--- src/common/rtcas_pkg.sv ---
/*
 * rtcas_pkg: register map, field codes, carriers and bcd helpers for the
 * calendar action scheduler slot block.
 * assumes: apb word addressing, byte address = 4 * word index.
 */
package rtcas_pkg;

    // word indices: page base plus in-page offset
    localparam logic [5:0] PG_START           = 6'h00;
    localparam logic [5:0] PG_RUN             = 6'h08;
    localparam logic [5:0] PG_ACT             = 6'h10;
    localparam logic [5:0] PG_GLOB            = 6'h18;
    localparam logic [5:0] IDX_SLOT_ARM       = 6'h00;
    localparam logic [5:0] IDX_START_MINUTE   = 6'h01;
    localparam logic [5:0] IDX_START_HOUR     = 6'h02;
    localparam logic [5:0] IDX_START_DAY      = 6'h03;
    localparam logic [5:0] IDX_START_MONTH    = 6'h04;
    localparam logic [5:0] IDX_START_YEAR     = 6'h05;
    localparam logic [5:0] IDX_START_FAULT    = 6'h06;
    localparam logic [5:0] IDX_RUN_FAULT      = 6'h00;
    localparam logic [5:0] IDX_RUN_LENGTH     = 6'h01;
    localparam logic [5:0] IDX_REPEAT_PERIOD  = 6'h03;
    localparam logic [5:0] IDX_HOST_ACTION    = 6'h00;
    localparam logic [5:0] IDX_AUX_ACTION     = 6'h01;
    localparam logic [5:0] IDX_RELAY_ACTION   = 6'h02;
    localparam logic [5:0] IDX_SLOT_SELECTOR  = 6'h00;
    localparam logic [5:0] IDX_SCHED_TYPE     = 6'h01;
    localparam logic [5:0] IDX_IRQ_STATUS     = 6'h02;
    localparam logic [5:0] IDX_IRQ_MASK       = 6'h03;
    localparam logic [5:0] IDX_SLOT_RUNNING   = 6'h04;

    // field codes and reset values
    localparam logic [7:0]  ARM_START         = 8'hff;
    localparam logic [7:0]  ARM_STOP          = 8'h00;
    localparam logic [7:0]  ACT_ON            = 8'h01;
    localparam logic [7:0]  ACT_OFF           = 8'h00;
    localparam logic [7:0]  SCHED_BASIC       = 8'h00;
    localparam logic [7:0]  SCHED_SLOT        = 8'h01;
    localparam logic [15:0] REPEAT_ONCE       = 16'h0000;
    localparam logic [7:0]  BYTE_RESET        = 8'h00;
    localparam logic [15:0] WORD_RESET        = 16'h0000;

    // fault byte bit positions
    localparam int FLT_MINUTE = 0;
    localparam int FLT_HOUR   = 1;
    localparam int FLT_DAY    = 2;
    localparam int FLT_MONTH  = 3;
    localparam int FLT_YEAR   = 4;
    localparam int FLT_LENGTH = 5;
    localparam int FLT_REPEAT = 6;

    // interrupt status bit positions
    localparam int IRQ_BEGIN  = 0;
    localparam int IRQ_END    = 1;
    localparam int IRQ_FAULT  = 2;
    localparam int IRQ_BITS   = 3;

    typedef struct packed {
        logic [7:0] year;
        logic [7:0] month;
        logic [7:0] day;
        logic [7:0] hour;
        logic [7:0] minute;
    } rtcas_time_s;

    typedef struct packed {
        logic host;
        logic aux;
        logic relay;
    } rtcas_act_s;

    // two-digit bcd within [lo, hi]
    function automatic logic rtcas_bcd_ok(input logic [7:0] v, input logic [6:0] lo,
                                          input logic [6:0] hi);
        logic [6:0] b;
        b = 7'(v[7:4] * 4'd10) + 7'(v[3:0]);
        return (v[7:4] <= 4'h9) && (v[3:0] <= 4'h9) && (b >= lo) && (b <= hi);
    endfunction

    function automatic logic rtcas_bcd16_ok(input logic [15:0] v);
        return (v[15:12] <= 4'h9) && (v[11:8] <= 4'h9) && (v[7:4] <= 4'h9)
            && (v[3:0] <= 4'h9);
    endfunction

    function automatic logic [13:0] rtcas_bcd16_bin(input logic [15:0] v);
        return 14'(v[15:12] * 10'd1000) + 14'(v[11:8] * 7'd100)
             + 14'(v[7:4] * 4'd10) + 14'(v[3:0]);
    endfunction

endpackage

--- src/hw/rtcas_sched.sv ---
/*
 * rtcas_sched: calendar action scheduler with four schedule slots behind an
 * apb slave, sticky interrupt status with mask and one level interrupt.
 * assumes: rtc_now is the current bcd calendar time, minute_tick pulses one
 * cycle when the minute changes; all inputs synchronous to pclk.
 */
// Summary of operation
// arm byte 0xff starts the selected slot, 0x00 stops it
// start minute is bcd 0 to 59 and is matched against the clock
// start hour is bcd 0 to 23 and is matched against the clock
// start day is bcd 1 to 31 and is matched against the clock
// start month is bcd 1 to 12 and is matched against the clock
// start year is bcd 0 to 99 and is matched against the clock
// run length is four bcd digits of minutes, 1 to 9999
// repetition 0x0000 runs the actions once for the run length
// repetition 0x0001 to 0x9999 repeats every n decimal minutes
// only the power-up-system trigger exists and is always selected
// host power action resets to 0x00; 0x01 arms, 0x00 disarms it
// aux power action resets to 0x00; 0x01 arms, 0x00 disarms it
// relay set action resets to 0x00; 0x01 arms, 0x00 disarms it
// slot selector picks slot 0 to 3 for access; resets to 0
// scheduler type 0x00 basic (default) or 0x01 slot scheduler
// armed slot matching the time asserts enabled actions for the run
`timescale 1ns/1ps
module rtcas_sched
    import rtcas_pkg::*;
#(
    parameter int SLOTS  = 4,
    parameter int ADDR_W = 8
) (
    // clock and reset
    input  wire logic              pclk,
    input  wire logic              presetn,
    // apb slave
    input  wire logic              psel,
    input  wire logic              penable,
    input  wire logic              pwrite,
    input  wire logic [ADDR_W-1:0] paddr,
    input  wire logic [31:0]       pwdata,
    output logic      [31:0]       prdata,
    output logic                   pready,
    output logic                   pslverr,
    // time base
    input  wire rtcas_time_s       rtc_now,
    input  wire logic              minute_tick,
    // actions and interrupt
    output rtcas_act_s             action_out,
    output logic                   irq
);
    localparam int SW = $clog2(SLOTS);

    logic [7:0]        slot_arm          [SLOTS];
    rtcas_time_s       start_time        [SLOTS];
    logic [15:0]       run_length_minutes    [SLOTS];
    logic [15:0]       repeat_period_minutes [SLOTS];
    logic [7:0]        host_power_on_action  [SLOTS];
    logic [7:0]        aux_power_on_action   [SLOTS];
    logic [7:0]        relay_set_action      [SLOTS];
    logic [13:0]       run_left          [SLOTS];
    logic [13:0]       period_left       [SLOTS];
    logic [SLOTS-1:0]  running;
    logic [SLOTS-1:0]  started;
    logic [SLOTS-1:0]  begin_hit;
    logic [SLOTS-1:0]  end_hit;
    logic [SLOTS-1:0]  repeat_hit;
    logic [6:0]        fault             [SLOTS];
    logic [SW-1:0]     slot_selector;
    logic [7:0]        sched_type;
    logic [IRQ_BITS-1:0] irq_status;
    logic [IRQ_BITS-1:0] irq_mask;
    logic [IRQ_BITS-1:0] irq_event;
    logic [5:0]        widx;
    logic              setup;
    logic              wr_en;
    logic [7:0]        wbyte;
    logic [31:0]       next_prdata;
    logic              next_pslverr;
    rtcas_act_s        next_action;

    assign widx  = paddr[7:2];
    assign setup = psel && !penable;
    assign wr_en = psel && penable && pready && pwrite;
    assign wbyte = pwdata[7:0];

    // one wait-free answer: ready in the first access cycle
    always_ff @(posedge pclk or negedge presetn) begin
        if (!presetn) begin
            pready  <= 1'b0;
            prdata  <= 32'h0000_0000;
            pslverr <= 1'b0;
        end else begin
            pready  <= setup;
            pslverr <= setup && next_pslverr;
            if (setup && !pwrite) begin
                prdata <= next_prdata;
            end
        end
    end

    // read mux and unmapped decode
    always_comb begin
        next_prdata  = 32'h0000_0000;
        next_pslverr = 1'b0;
        unique case (widx)
            PG_START + IDX_SLOT_ARM:      next_prdata[7:0]  = slot_arm[slot_selector];
            PG_START + IDX_START_MINUTE:  next_prdata[7:0]  = start_time[slot_selector].minute;
            PG_START + IDX_START_HOUR:    next_prdata[7:0]  = start_time[slot_selector].hour;
            PG_START + IDX_START_DAY:     next_prdata[7:0]  = start_time[slot_selector].day;
            PG_START + IDX_START_MONTH:   next_prdata[7:0]  = start_time[slot_selector].month;
            PG_START + IDX_START_YEAR:    next_prdata[7:0]  = start_time[slot_selector].year;
            PG_START + IDX_START_FAULT:   next_prdata[6:0]  = fault[slot_selector];
            PG_RUN + IDX_RUN_FAULT:       next_prdata[6:0]  = fault[slot_selector];
            PG_RUN + IDX_RUN_LENGTH:      next_prdata[15:0] = run_length_minutes[slot_selector];
            PG_RUN + IDX_REPEAT_PERIOD:   next_prdata[15:0] = repeat_period_minutes[slot_selector];
            PG_ACT + IDX_HOST_ACTION:     next_prdata[7:0]  = host_power_on_action[slot_selector];
            PG_ACT + IDX_AUX_ACTION:      next_prdata[7:0]  = aux_power_on_action[slot_selector];
            PG_ACT + IDX_RELAY_ACTION:    next_prdata[7:0]  = relay_set_action[slot_selector];
            PG_GLOB + IDX_SLOT_SELECTOR:  next_prdata[SW-1:0] = slot_selector;
            PG_GLOB + IDX_SCHED_TYPE:     next_prdata[7:0]  = sched_type;
            PG_GLOB + IDX_IRQ_STATUS:     next_prdata[IRQ_BITS-1:0] = irq_status;
            PG_GLOB + IDX_IRQ_MASK:       next_prdata[IRQ_BITS-1:0] = irq_mask;
            PG_GLOB + IDX_SLOT_RUNNING:   next_prdata[SLOTS-1:0] = running;
            default:                      next_pslverr = 1'b1;
        endcase
    end

    // slot programming, always into the selected slot
    always_ff @(posedge pclk or negedge presetn) begin
        if (!presetn) begin
            for (int i = 0; i < SLOTS; i++) begin
                slot_arm[i]              <= ARM_STOP;
                start_time[i]            <= '0;
                run_length_minutes[i]    <= WORD_RESET;
                repeat_period_minutes[i] <= REPEAT_ONCE;
                host_power_on_action[i]  <= ACT_OFF;
                aux_power_on_action[i]   <= ACT_OFF;
                relay_set_action[i]      <= ACT_OFF;
            end
        end else if (wr_en) begin
            unique case (widx)
                PG_START + IDX_SLOT_ARM:     slot_arm[slot_selector] <= wbyte;
                PG_START + IDX_START_MINUTE: start_time[slot_selector].minute <= wbyte;
                PG_START + IDX_START_HOUR:   start_time[slot_selector].hour <= wbyte;
                PG_START + IDX_START_DAY:    start_time[slot_selector].day <= wbyte;
                PG_START + IDX_START_MONTH:  start_time[slot_selector].month <= wbyte;
                PG_START + IDX_START_YEAR:   start_time[slot_selector].year <= wbyte;
                PG_RUN + IDX_RUN_LENGTH:     run_length_minutes[slot_selector] <= pwdata[15:0];
                PG_RUN + IDX_REPEAT_PERIOD:  repeat_period_minutes[slot_selector] <= pwdata[15:0];
                PG_ACT + IDX_HOST_ACTION:    host_power_on_action[slot_selector] <= wbyte;
                PG_ACT + IDX_AUX_ACTION:     aux_power_on_action[slot_selector] <= wbyte;
                PG_ACT + IDX_RELAY_ACTION:   relay_set_action[slot_selector] <= wbyte;
                default: ;
            endcase
        end
    end

    // slot selector accepts only existing slots
    always_ff @(posedge pclk or negedge presetn) begin
        if (!presetn) begin
            slot_selector <= '0;
        end else if (wr_en && widx == PG_GLOB + IDX_SLOT_SELECTOR && wbyte < 8'(SLOTS)) begin
            slot_selector <= SW'(wbyte);
        end
    end

    // scheduler type: only the two codes are taken
    always_ff @(posedge pclk or negedge presetn) begin
        if (!presetn) begin
            sched_type <= SCHED_BASIC;
        end else if (wr_en && widx == PG_GLOB + IDX_SCHED_TYPE
                     && (wbyte == SCHED_BASIC || wbyte == SCHED_SLOT)) begin
            sched_type <= wbyte;
        end
    end

    // per-slot fault byte from field range checks
    always_comb begin
        for (int i = 0; i < SLOTS; i++) begin
            fault[i][FLT_MINUTE] = !rtcas_bcd_ok(start_time[i].minute, 7'd0, 7'd59);
            fault[i][FLT_HOUR]   = !rtcas_bcd_ok(start_time[i].hour, 7'd0, 7'd23);
            fault[i][FLT_DAY]    = !rtcas_bcd_ok(start_time[i].day, 7'd1, 7'd31);
            fault[i][FLT_MONTH]  = !rtcas_bcd_ok(start_time[i].month, 7'd1, 7'd12);
            fault[i][FLT_YEAR]   = !rtcas_bcd_ok(start_time[i].year, 7'd0, 7'd99);
            fault[i][FLT_LENGTH] = !rtcas_bcd16_ok(run_length_minutes[i])
                                   || run_length_minutes[i] == WORD_RESET;
            fault[i][FLT_REPEAT] = !rtcas_bcd16_ok(repeat_period_minutes[i]);
        end
    end

    // minute-tick decisions per slot
    always_comb begin
        for (int i = 0; i < SLOTS; i++) begin
            logic go;
            go = sched_type == SCHED_SLOT && slot_arm[i] == ARM_START
                 && fault[i] == '0 && minute_tick;
            begin_hit[i]  = go && !started[i] && rtc_now == start_time[i];
            repeat_hit[i] = go && started[i] && repeat_period_minutes[i] != REPEAT_ONCE
                            && period_left[i] <= 14'd1;
            end_hit[i]    = go && running[i] && run_left[i] <= 14'd1
                            && !repeat_hit[i];
        end
    end

    // run and repetition counters
    always_ff @(posedge pclk or negedge presetn) begin
        if (!presetn) begin
            running <= '0;
            started <= '0;
            for (int i = 0; i < SLOTS; i++) begin
                run_left[i]    <= '0;
                period_left[i] <= '0;
            end
        end else begin
            for (int i = 0; i < SLOTS; i++) begin
                if (sched_type != SCHED_SLOT || slot_arm[i] != ARM_START
                    || (wr_en && widx == PG_START + IDX_SLOT_ARM && slot_selector == SW'(i))) begin
                    running[i] <= 1'b0;
                    started[i] <= 1'b0;
                end else if (begin_hit[i] || repeat_hit[i]) begin
                    running[i]     <= 1'b1;
                    started[i]     <= 1'b1;
                    run_left[i]    <= rtcas_bcd16_bin(run_length_minutes[i]);
                    period_left[i] <= rtcas_bcd16_bin(repeat_period_minutes[i]);
                end else if (minute_tick && started[i]) begin
                    if (end_hit[i]) begin
                        running[i] <= 1'b0;
                    end else if (running[i]) begin
                        run_left[i] <= run_left[i] - 14'd1;
                    end
                    if (period_left[i] != '0) begin
                        period_left[i] <= period_left[i] - 14'd1;
                    end
                end
            end
        end
    end

    // power-up-system is the only trigger: running slots drive their actions
    always_comb begin
        next_action = '0;
        for (int i = 0; i < SLOTS; i++) begin
            if (running[i]) begin
                next_action.host  = next_action.host  || host_power_on_action[i] == ACT_ON;
                next_action.aux   = next_action.aux   || aux_power_on_action[i] == ACT_ON;
                next_action.relay = next_action.relay || relay_set_action[i] == ACT_ON;
            end
        end
    end

    always_ff @(posedge pclk or negedge presetn) begin
        if (!presetn) begin
            action_out <= '0;
        end else begin
            action_out <= next_action;
        end
    end

    // sticky status, write one to clear, set wins
    assign irq_event[IRQ_BEGIN] = |(begin_hit | repeat_hit);
    assign irq_event[IRQ_END]   = |end_hit;
    assign irq_event[IRQ_FAULT] = wr_en && widx == PG_START + IDX_SLOT_ARM && wbyte == ARM_START
                                  && fault[slot_selector] != '0;

    always_ff @(posedge pclk or negedge presetn) begin
        if (!presetn) begin
            irq_status <= '0;
        end else begin
            irq_status <= (irq_status
                           & ~((wr_en && widx == PG_GLOB + IDX_IRQ_STATUS)
                               ? pwdata[IRQ_BITS-1:0] : '0))
                          | irq_event;
        end
    end

    always_ff @(posedge pclk or negedge presetn) begin
        if (!presetn) begin
            irq_mask <= '0;
        end else if (wr_en && widx == PG_GLOB + IDX_IRQ_MASK) begin
            irq_mask <= pwdata[IRQ_BITS-1:0];
        end
    end

    always_ff @(posedge pclk or negedge presetn) begin
        if (!presetn) begin
            irq <= 1'b0;
        end else begin
            irq <= |(next_irq_status() & irq_mask);
        end
    end

    function automatic logic [IRQ_BITS-1:0] next_irq_status();
        return (irq_status & ~((wr_en && widx == PG_GLOB + IDX_IRQ_STATUS)
                               ? pwdata[IRQ_BITS-1:0] : '0)) | irq_event;
    endfunction

    // checks
    a_arm_start_runs: assert property (@(posedge pclk) disable iff (!presetn)
        begin_hit[0] && !wr_en
        |=> running[0] ##1 action_out.host == (host_power_on_action[0] == ACT_ON))
        else $error("slot 0 did not start on time match");
    a_stop_clears: assert property (@(posedge pclk) disable iff (!presetn)
        slot_arm[0] == ARM_STOP |=> !running[0])
        else $error("stopped slot still running");
    a_start_match: assert property (@(posedge pclk) disable iff (!presetn)
        $rose(running[0]) |-> $past(rtc_now == start_time[0] || repeat_hit[0]))
        else $error("slot began without time match or repetition");
    a_once_ends: assert property (@(posedge pclk) disable iff (!presetn)
        end_hit[0] && repeat_period_minutes[0] == REPEAT_ONCE |=> !running[0] ##1 !running[0])
        else $error("single run did not end");
    a_sel_range: assert property (@(posedge pclk) disable iff (!presetn)
        wr_en && widx == PG_GLOB + IDX_SLOT_SELECTOR && wbyte >= 8'(SLOTS)
        |=> $stable(slot_selector))
        else $error("slot selector took an illegal value");
    a_basic_idle: assert property (@(posedge pclk) disable iff (!presetn)
        sched_type == SCHED_BASIC |=> running == '0 ##1 action_out == '0)
        else $error("slot scheduler active in basic mode");
    a_action_gate: assert property (@(posedge pclk) disable iff (!presetn)
        running == '0 |=> action_out.relay == 1'b0)
        else $error("relay action without a running slot");
    a_irq_level: assert property (@(posedge pclk) disable iff (!presetn)
        irq |-> $past(|(irq_mask & next_irq_status())))
        else $error("interrupt without an unmasked status bit");
    a_apb_ready: assert property (@(posedge pclk) disable iff (!presetn)
        setup |=> pready ##1 !pready)
        else $error("access phase not answered in one cycle");
    a_repeat_reload: assert property (@(posedge pclk) disable iff (!presetn)
        repeat_hit[0] && !wr_en
        |=> running[0] && period_left[0] == rtcas_bcd16_bin(repeat_period_minutes[0]))
        else $error("repetition did not reload the slot");
    a_fault_flag: assert property (@(posedge pclk) disable iff (!presetn)
        irq_event[IRQ_FAULT] |=> irq_status[IRQ_FAULT])
        else $error("arming a faulty slot did not flag it");

endmodule
--- config.mk ---
export PLATFORM = sky130hd
export DESIGN_NAME = rtcas_sched
export DESIGN_NICKNAME = d
export VERILOG_FILES = /design/src/common/rtcas_pkg.sv /design/src/hw/rtcas_sched.sv
export SDC_FILE = /design/constraint.sdc
export NUM_CORES = 2
export LEC_CHECK = 0
export ABC_CLOCK_PERIOD_IN_PS = 4500
export BUFFER_PORTS_ARGS = -buffer_cell sky130_fd_sc_hd__buf_4
export CAP_MARGIN = 20
export CORE_UTILIZATION = 60
export CTS_BUF_LIST = sky130_fd_sc_hd__clkbuf_2 sky130_fd_sc_hd__clkbuf_4 sky130_fd_sc_hd__clkbuf_8
export DETAILED_ROUTE_END_ITERATION = 7
export PLACE_DENSITY_LB_ADDON = 0.1
export SETUP_SLACK_MARGIN = 0.1
export SLEW_MARGIN = 20
export SYNTH_ARGS = -nofsm -noshare
export SYNTH_HDL_FRONTEND = slang
export SYNTH_SLANG_ARGS = --single-unit
--- constraint.sdc ---
create_clock -name pclk -period 4.5 [get_ports pclk]
set_input_delay 0.9 -clock pclk [delete_from_list [all_inputs] [get_ports pclk]]
set_output_delay 0.9 -clock pclk [all_outputs]
set_load 0.02 [all_outputs]
# After elaboration in Yosys (flattened, before gate mapping)
# Index checks and enable logic that the tools add are counted.
[totals] latch_bits=0 romBits=0 regBits=574 wordCells=751 mem_bits_rw=0 output_inout_bits=38 memories=0
[classes] div_mod_pow=0 n_bitwise=10 mul=44 n_reduce_logical=285 shift=0 order_cmp=123 eq_ne=52 n_addsub=52 n_mux=114
[op_table] cell="160-bit bitwise mux" n=5
[op_table] cell="160-bit one-hot mux with 5 select lines" n=1
[op_table] cell="40-bit demux with 2-bit select" n=5
[op_table] cell="14-bit 2-to-1 mux" n=28
[op_table] cell="4-bit <= comparator (second input constant)" n=72
[op_table] cell="40-bit equality test" n=4
[op_table] cell="1-bit logical AND" n=152
[op_table] cell="7-bit by 4-bit adder with 7-bit output" n=20
[op_table] cell="7-bit by 1-bit greater-or-equal comparator with 1-bit output (second input constant)" n=20
[op_table] cell="32-bit bitwise mux" n=4
[op_table] cell="64-bit bitwise mux" n=2
[op_table] cell="4-bit by 3-bit multiplier with 6-bit output (second input constant)" n=20
[op_table] cell="40-bit 2-to-1 mux" n=3
[op_table] cell="14-bit by 11-bit adder with 14-bit output" n=8
[op_table] cell="14-bit by 4-bit adder with 14-bit output" n=8
[op_table] cell="14-bit by 8-bit adder with 14-bit output" n=8
[op_table] cell="8-bit by 1-bit equality test with 1-bit output (second input constant)" n=14
[op_table] cell="14-bit by 1-bit <= comparator with 1-bit output (second input constant)" n=8
[op_table] cell="14-bit by 1-bit subtractor with 14-bit output (second input constant)" n=8
[op_table] cell="16-bit 2-to-1 mux" n=6
[op_table] cell="4-bit by 7-bit multiplier with 11-bit output (second input constant)" n=8
[op_table] cell="40-bit binary-select mux with 2-bit select" n=1
[op_table] cell="8-bit 2-to-1 mux" n=10
[op_table] cell="4-bit by 5-bit multiplier with 9-bit output (second input constant)" n=8
[op_table] cell="other kinds (61)" n=257

# Longest topological paths before layout
[depth] word_depth=18 depth_mapped=19 ltp_nobuf=19

# Worst setup path before layout
# No wires, ideal clock.
[synth_timing] path_type="register to register" from="register repeat_period_minutes[46] (netlist bit)" to="register period_left[41] (netlist bit)" t_arrival_ps=4300 stages_incl_launch_ff=18 synth_period_minus_slack_ps=4421 required_ps=4379 slack_ps=79 path_cell_list="dfrtp_1 -> fa_1 -> inv_1 -> fa_1 -> inv_1 -> ha_1 -> a21oi_1 -> xnor2_1 -> ha_1 -> ha_1 -> ha_1 -> or2_2 -> a21oi_1 -> a21oi_1 -> a31oi_1 -> xnor2_1 -> o21ai_0 -> a22o_1"
[synth_via] elab_chain_len=14 elab_cells_between_ends=23 classes_between="3 x add/sub; 1 x mul; 1 x order compare; 1 x mux; 17 x reduce/logical"
[synth_lines] element="start: declaration" line="rtcas_sched.sv:55" source="logic [15:0] repeat_period_minutes [SLOTS];"
[synth_lines] element="start signal: indexed assignment" line="rtcas_sched.sv:148" source="PG_RUN + IDX_REPEAT_PERIOD: repeat_period_minutes[slot_selector] <= pwdata[15:0];"
[synth_lines] element="parallel branches: the longest is 14 deep, another holds 14-bit by 11-bit adder with 14-bit output"
[synth_lines] element="end signal: indexed assignment" line="rtcas_sched.sv:223" source="period_left[i] <= rtcas_bcd16_bin(repeat_period_minutes[i]);"
[synth_lines] element="end signal: indexed assignment" line="rtcas_sched.sv:231" source="period_left[i] <= period_left[i] - 14'd1;"
[synth_lines] element="end: declaration" line="rtcas_sched.sv:60" source="logic [13:0] period_left [SLOTS];"
# Parallel ways; which one is timed is not known.
# A chain may end at the register's enable or synchronous reset.

# Final worst setup path
[layout_timing] from="register start_time[133] (netlist bit)" to="register run_left[42] (netlist bit)"
[layout_via] elab_chain_len=16 elab_cells_between_ends=28 classes_between="1 x add/sub; 1 x mul; 3 x order compare; 2 x eq/ne; 1 x mux; 20 x reduce/logical"
[layout_lines] element="start: declaration" line="rtcas_sched.sv:53" source="rtcas_time_s start_time [SLOTS];"
[layout_lines] element="4-bit by 3-bit multiplier with 6-bit output" line="rtcas_pkg.sv:76" source="b = 7'(v[7:4] * 4'd10) + 7'(v[3:0]);"
[layout_lines] element="7-bit by 4-bit adder with 7-bit output" line="rtcas_pkg.sv:76"
[layout_lines] element="7-bit by 1-bit greater-or-equal comparator with 1-bit output" line="rtcas_pkg.sv:77" source="return (v[7:4] <= 4'h9) && (v[3:0] <= 4'h9) && (b >= lo) && (b <= hi);"
[layout_lines] element="1-bit logical AND (2 in series)" line="rtcas_pkg.sv:77"
[layout_lines] element="1-bit logical NOT" line="rtcas_sched.sv:180" source="fault[i][FLT_HOUR] = !rtcas_bcd_ok(start_time[i].hour, 7'd0, 7'd23);"
[layout_lines] element="7-bit logical NOT" line="rtcas_sched.sv:195" source="&& fault[i] == '0 && minute_tick;"
[layout_lines] element="1-bit logical AND (2 in series)" line="rtcas_sched.sv:195"
[layout_lines] element="1-bit logical AND (2 in series)" line="rtcas_sched.sv:197" source="repeat_hit[i] = go && started[i] && repeat_period_minutes[i] != REPEAT_ONCE"
[layout_lines] element="1-bit logical AND" line="rtcas_sched.sv:198" source="&& period_left[i] <= 14'd1;"
[layout_lines] element="1-bit logical NOT" line="rtcas_sched.sv:200" source="&& !repeat_hit[i];"
[layout_lines] element="1-bit logical AND" line="rtcas_sched.sv:200"
[layout_lines] element="2-bit by 1-bit inequality test with 1-bit output (no source line)"
[layout_lines] element="4-bit AND reduction (no source line)"
[layout_lines] element="end signal: indexed assignment" line="rtcas_sched.sv:222" source="run_left[i] <= rtcas_bcd16_bin(run_length_minutes[i]);"
[layout_lines] element="end signal: indexed assignment" line="rtcas_sched.sv:228" source="run_left[i] <= run_left[i] - 14'd1;"
[layout_lines] element="end: declaration" line="rtcas_sched.sv:59" source="logic [13:0] run_left [SLOTS];"
# Several ways; a longest one is shown, not always the timed one.

==> results.sh <==
export IMPL_placed_area_mm2=0.05334
export IMPL_setup_viol=0
export IMPL_max_freq_ghz=0.2295
export IMPL_rsz0062_at_grt="true"
export IMPL_hold_class="in2async"
export IMPL_ys_seq_area_share_pct=28.78
export IMPL_yosys_most_used_dff="dfrtp_1"
export IMPL_holdBufCountCts=0
export IMPL_synth_area_leader_cell="dfrtp_1"
export IMPL_initial_core_util_pct=60.68
export IMPL_cp_required_ns=5.14
export IMPL_leakagePower_uw=0.02898
export IMPL_hold_viol=0
export IMPL_cts_tree="done"
export IMPL_worst_setup_path_start_kind="register"
export IMPL_r2r_cells=14
export IMPL_dieArea_mm2=0.08433
export IMPL_post_route_min_period_ns=4.358
export IMPL_wl_per_cell_um=24.95
export IMPL_grt_usage_pct=37.60
export IMPL_yosysTopAreaCellShare_pct=28.78
export IMPL_syn_area_mm2=0.04991
export IMPL_clock_path_buffers=3
export IMPL_tightest_slew_ns=1.239
export IMPL_rrSetupSlack_ns=0.14
export IMPL_die_w_um=290.4
export IMPL_setup_tns_ns=0
export IMPL_worstReg2RegStart="start_time[133]"
export IMPL_ctsHtreeMaxLevel=3
export IMPL_crit_family="simple AND/OR/NAND/NOR gates"
export IMPL_antenna_found_initial=12
export IMPL_slowest_stage="or4_4"
export IMPL_cts_root_buffer="clkbuf_8"
export IMPL_drcViolationCount=0
export IMPL_yosys_warnings=0
export IMPL_clock_latency_ns=0.80
export IMPL_synth_common_cells="ha_1 (616), dfrtp_1 (574), inv_1 (478)"
export IMPL_core_mm2=0.08224
export IMPL_layout_drive_gt1_share_pct=23.28
export IMPL_clk_pin_slew_ns=0.06
export IMPL_grt_pass1_wl_mm=241.7
export IMPL_slowest_delay_ns=0.57
export IMPL_fin_worst_skew_ns=0.06226
export IMPL_synthTopCellsByArea="dfrtp_1 (29%), ha_1 (15%), mux2_2 (8.7%)"
export IMPL_first_global_vias=39802
export IMPL_portBuffers=89
export IMPL_powerDensity_mw_per_mm2=207.1
export IMPL_status="complete, no violations"
export IMPL_ys_types=87
export IMPL_clock_sinks=574
export IMPL_drt_first_pass_iters=6
export IMPL_finalNonFillerCells=6371
export IMPL_cp_data_arrival_time_ns=5.00
export IMPL_syn_inst=4893
export IMPL_ys_ff_latch=574
export IMPL_drv_slew=0
export IMPL_antenna_left=0
export IMPL_slew_headroom_pct=16.33
export IMPL_dieHeight_um=290.4
export IMPL_drt_iter0_drc=3481
export IMPL_peakVddDrop_v=0.0002799
export IMPL_fin_nets=6090
export IMPL_grt_max_degree=91
export IMPL_gp_congestion=1.018
export IMPL_totalWireLength_mm=158.9
export IMPL_ys_async_sr_fraction_pct=100.0
export IMPL_cap_violations=0
export IMPL_dp_hpwl_mm=119.3
export IMPL_critPathMaxFanout=3
export IMPL_gr_total_overflow=0
export IMPL_vias=40524
export IMPL_routed_via_density=6.361
export IMPL_layout_setup_ws_ns=0.1420
export IMPL_pre_cts_ws_ns=-0.1144
export IMPL_endpoint_kind="register"
export IMPL_design_area_mm2=0.05690
export IMPL_boundaryPins=124
export IMPL_yosys_cell_count_top_type="ha_1"
export IMPL_crit_chain="ha_1 -> ha_2 -> inv_2 -> fa_1 -> nor3b_2 -> a221o_1 -> o32ai_2 -> nand4_1 -> buf_6 -> or4b_4 -> or4_4 -> a21oi_4 -> mux2_4 -> a311o_1"
export IMPL_dp_cells=6149
export IMPL_critPathKind="reg2reg"
export IMPL_fin_crit_sh_pct=96.84
export IMPL_rr_endpoint="run_left[42]"
export IMPL_crit_buf_inv=2
export IMPL_synth_edf_count=0
export IMPL_fp_row_count=105
export IMPL_area_growth_syn_to_layout_pct=14.01
export IMPL_synth_area_per_cell_um2=10.20
export IMPL_cts_buffers=104
-- how the worst max path moves through the flow --
stage                                         start               to  slack, ns  depth (start not counted)
final                               start_time[133]     run_left[42]       0.14                         14
after global routing         run_length_minutes[31]     run_left[27]       0.01                         18
after CTS                 repeat_period_minutes[61]  period_left[54]       0.10                         16
after detailed placement            start_time[149]  period_left[55]      -0.11                         13
after global placement              start_time[149]  period_left[55]       0.06                         13
after floorplan           repeat_period_minutes[46]  period_left[41]       0.11                         17
-- per-layer routing --
metal / part of all wire, % / vias up / global-route usage [%]
met3: 10 / 316 / 9.062
li1: - / 18272 / -
met1: 43 / 20215 / 54.01
met2: 43 / 1715 / 55.42
met4: 3.6 / 6 / 13.10
met5: 0.023 / - / 0
-- stage by stage --
step / hold slack [ns] / utilization (%) / total power, uW
2_1_floorplan: 0.4497 / - / 5618
3_3_place_gp: 0.4646 / 64.85 / 6056
3_5_place_dp: 0.4731 / 64.85 / 6062
4_1_cts: 0.1333 / 68.00 / 11820
5_1_grt: 0.1763 / 69.17 / 12110
6_report: 0.1452 / 69.18 / 11780
-- final cells by class --
type	instances	area, um2
antenna	5	12.51
timing repair buffer	369	3018
fill	6336	25340
inverter	478	1794
clock buffer	155	1964
multi-input combinational	3685	33930
tap	1070	1339
clock inverter	35	459.2
sequential	574	14380
-- power by group --
part | switching (uW) | internal, uW | total (uW) | leakage [uW]
Clock | 2540 | 3250 | 5790 | 0.00127
Sequential | 29.3 | 5190 | 5220 | 0.00782
Combinational | 545 | 231 | 776 | 0.0199
-- state kept, by name, summed over array words and instances (netlist names) --
name,count
pready,1
slot_selector,2
irq_mask,3
run_length_minutes,64
irq_status,3
host_power_on_action,32
irq,1
start_time,160
slot_arm,32
started,4
pslverr,1
sched_type,8
prdata,16
relay_set_action,32
run_left,56
repeat_period_minutes,64
action_out,3
running,4
aux_power_on_action,32
period_left,56
-- kinds of logic (layout without fill, tap and decap cells) --
| family | Yosys count | count (layout) | share of synthesized area [%] |
|---|---|---|---|
| buffers and inverters | 649 | 1037 | 5.049 |
| other | 1 | 21 | 0.007514 |
| adders and majority gates | 792 | 792 | 22.50 |
| AOI/OAI and AO/OA | 953 | 953 | 12.22 |
| and+or+nand+nor | 1061 | 1061 | 11.28 |
| xor gates and xnor gates | 341 | 341 | 5.985 |
| muxes | 522 | 522 | 14.17 |
| DFF | 574 | 574 | 28.78 |
-- layout by cell type (no fill, tap or decap), drive strengths merged, types with 175 or more instances in the layout --
master  Yosys  final
nand2     248    248
inv       478    482
xor2      175    175
ha        616    616
fa        176    176
mux2      385    385
o21ai     233    233
dfrtp     574    574
a21oi     260    260
buf        51    368
-- what timing repair did --
item / CTS / global route
setup endpoints to repair: 37 / 60
endpoints found under the hold margin: 0 / 0
resized for setup: 28 / 160
setup buffers: 6 / 20
pin swaps: 17 / 86
cloned: 0 / 1
No activity file was read; power rests on OpenSTA's default activity.
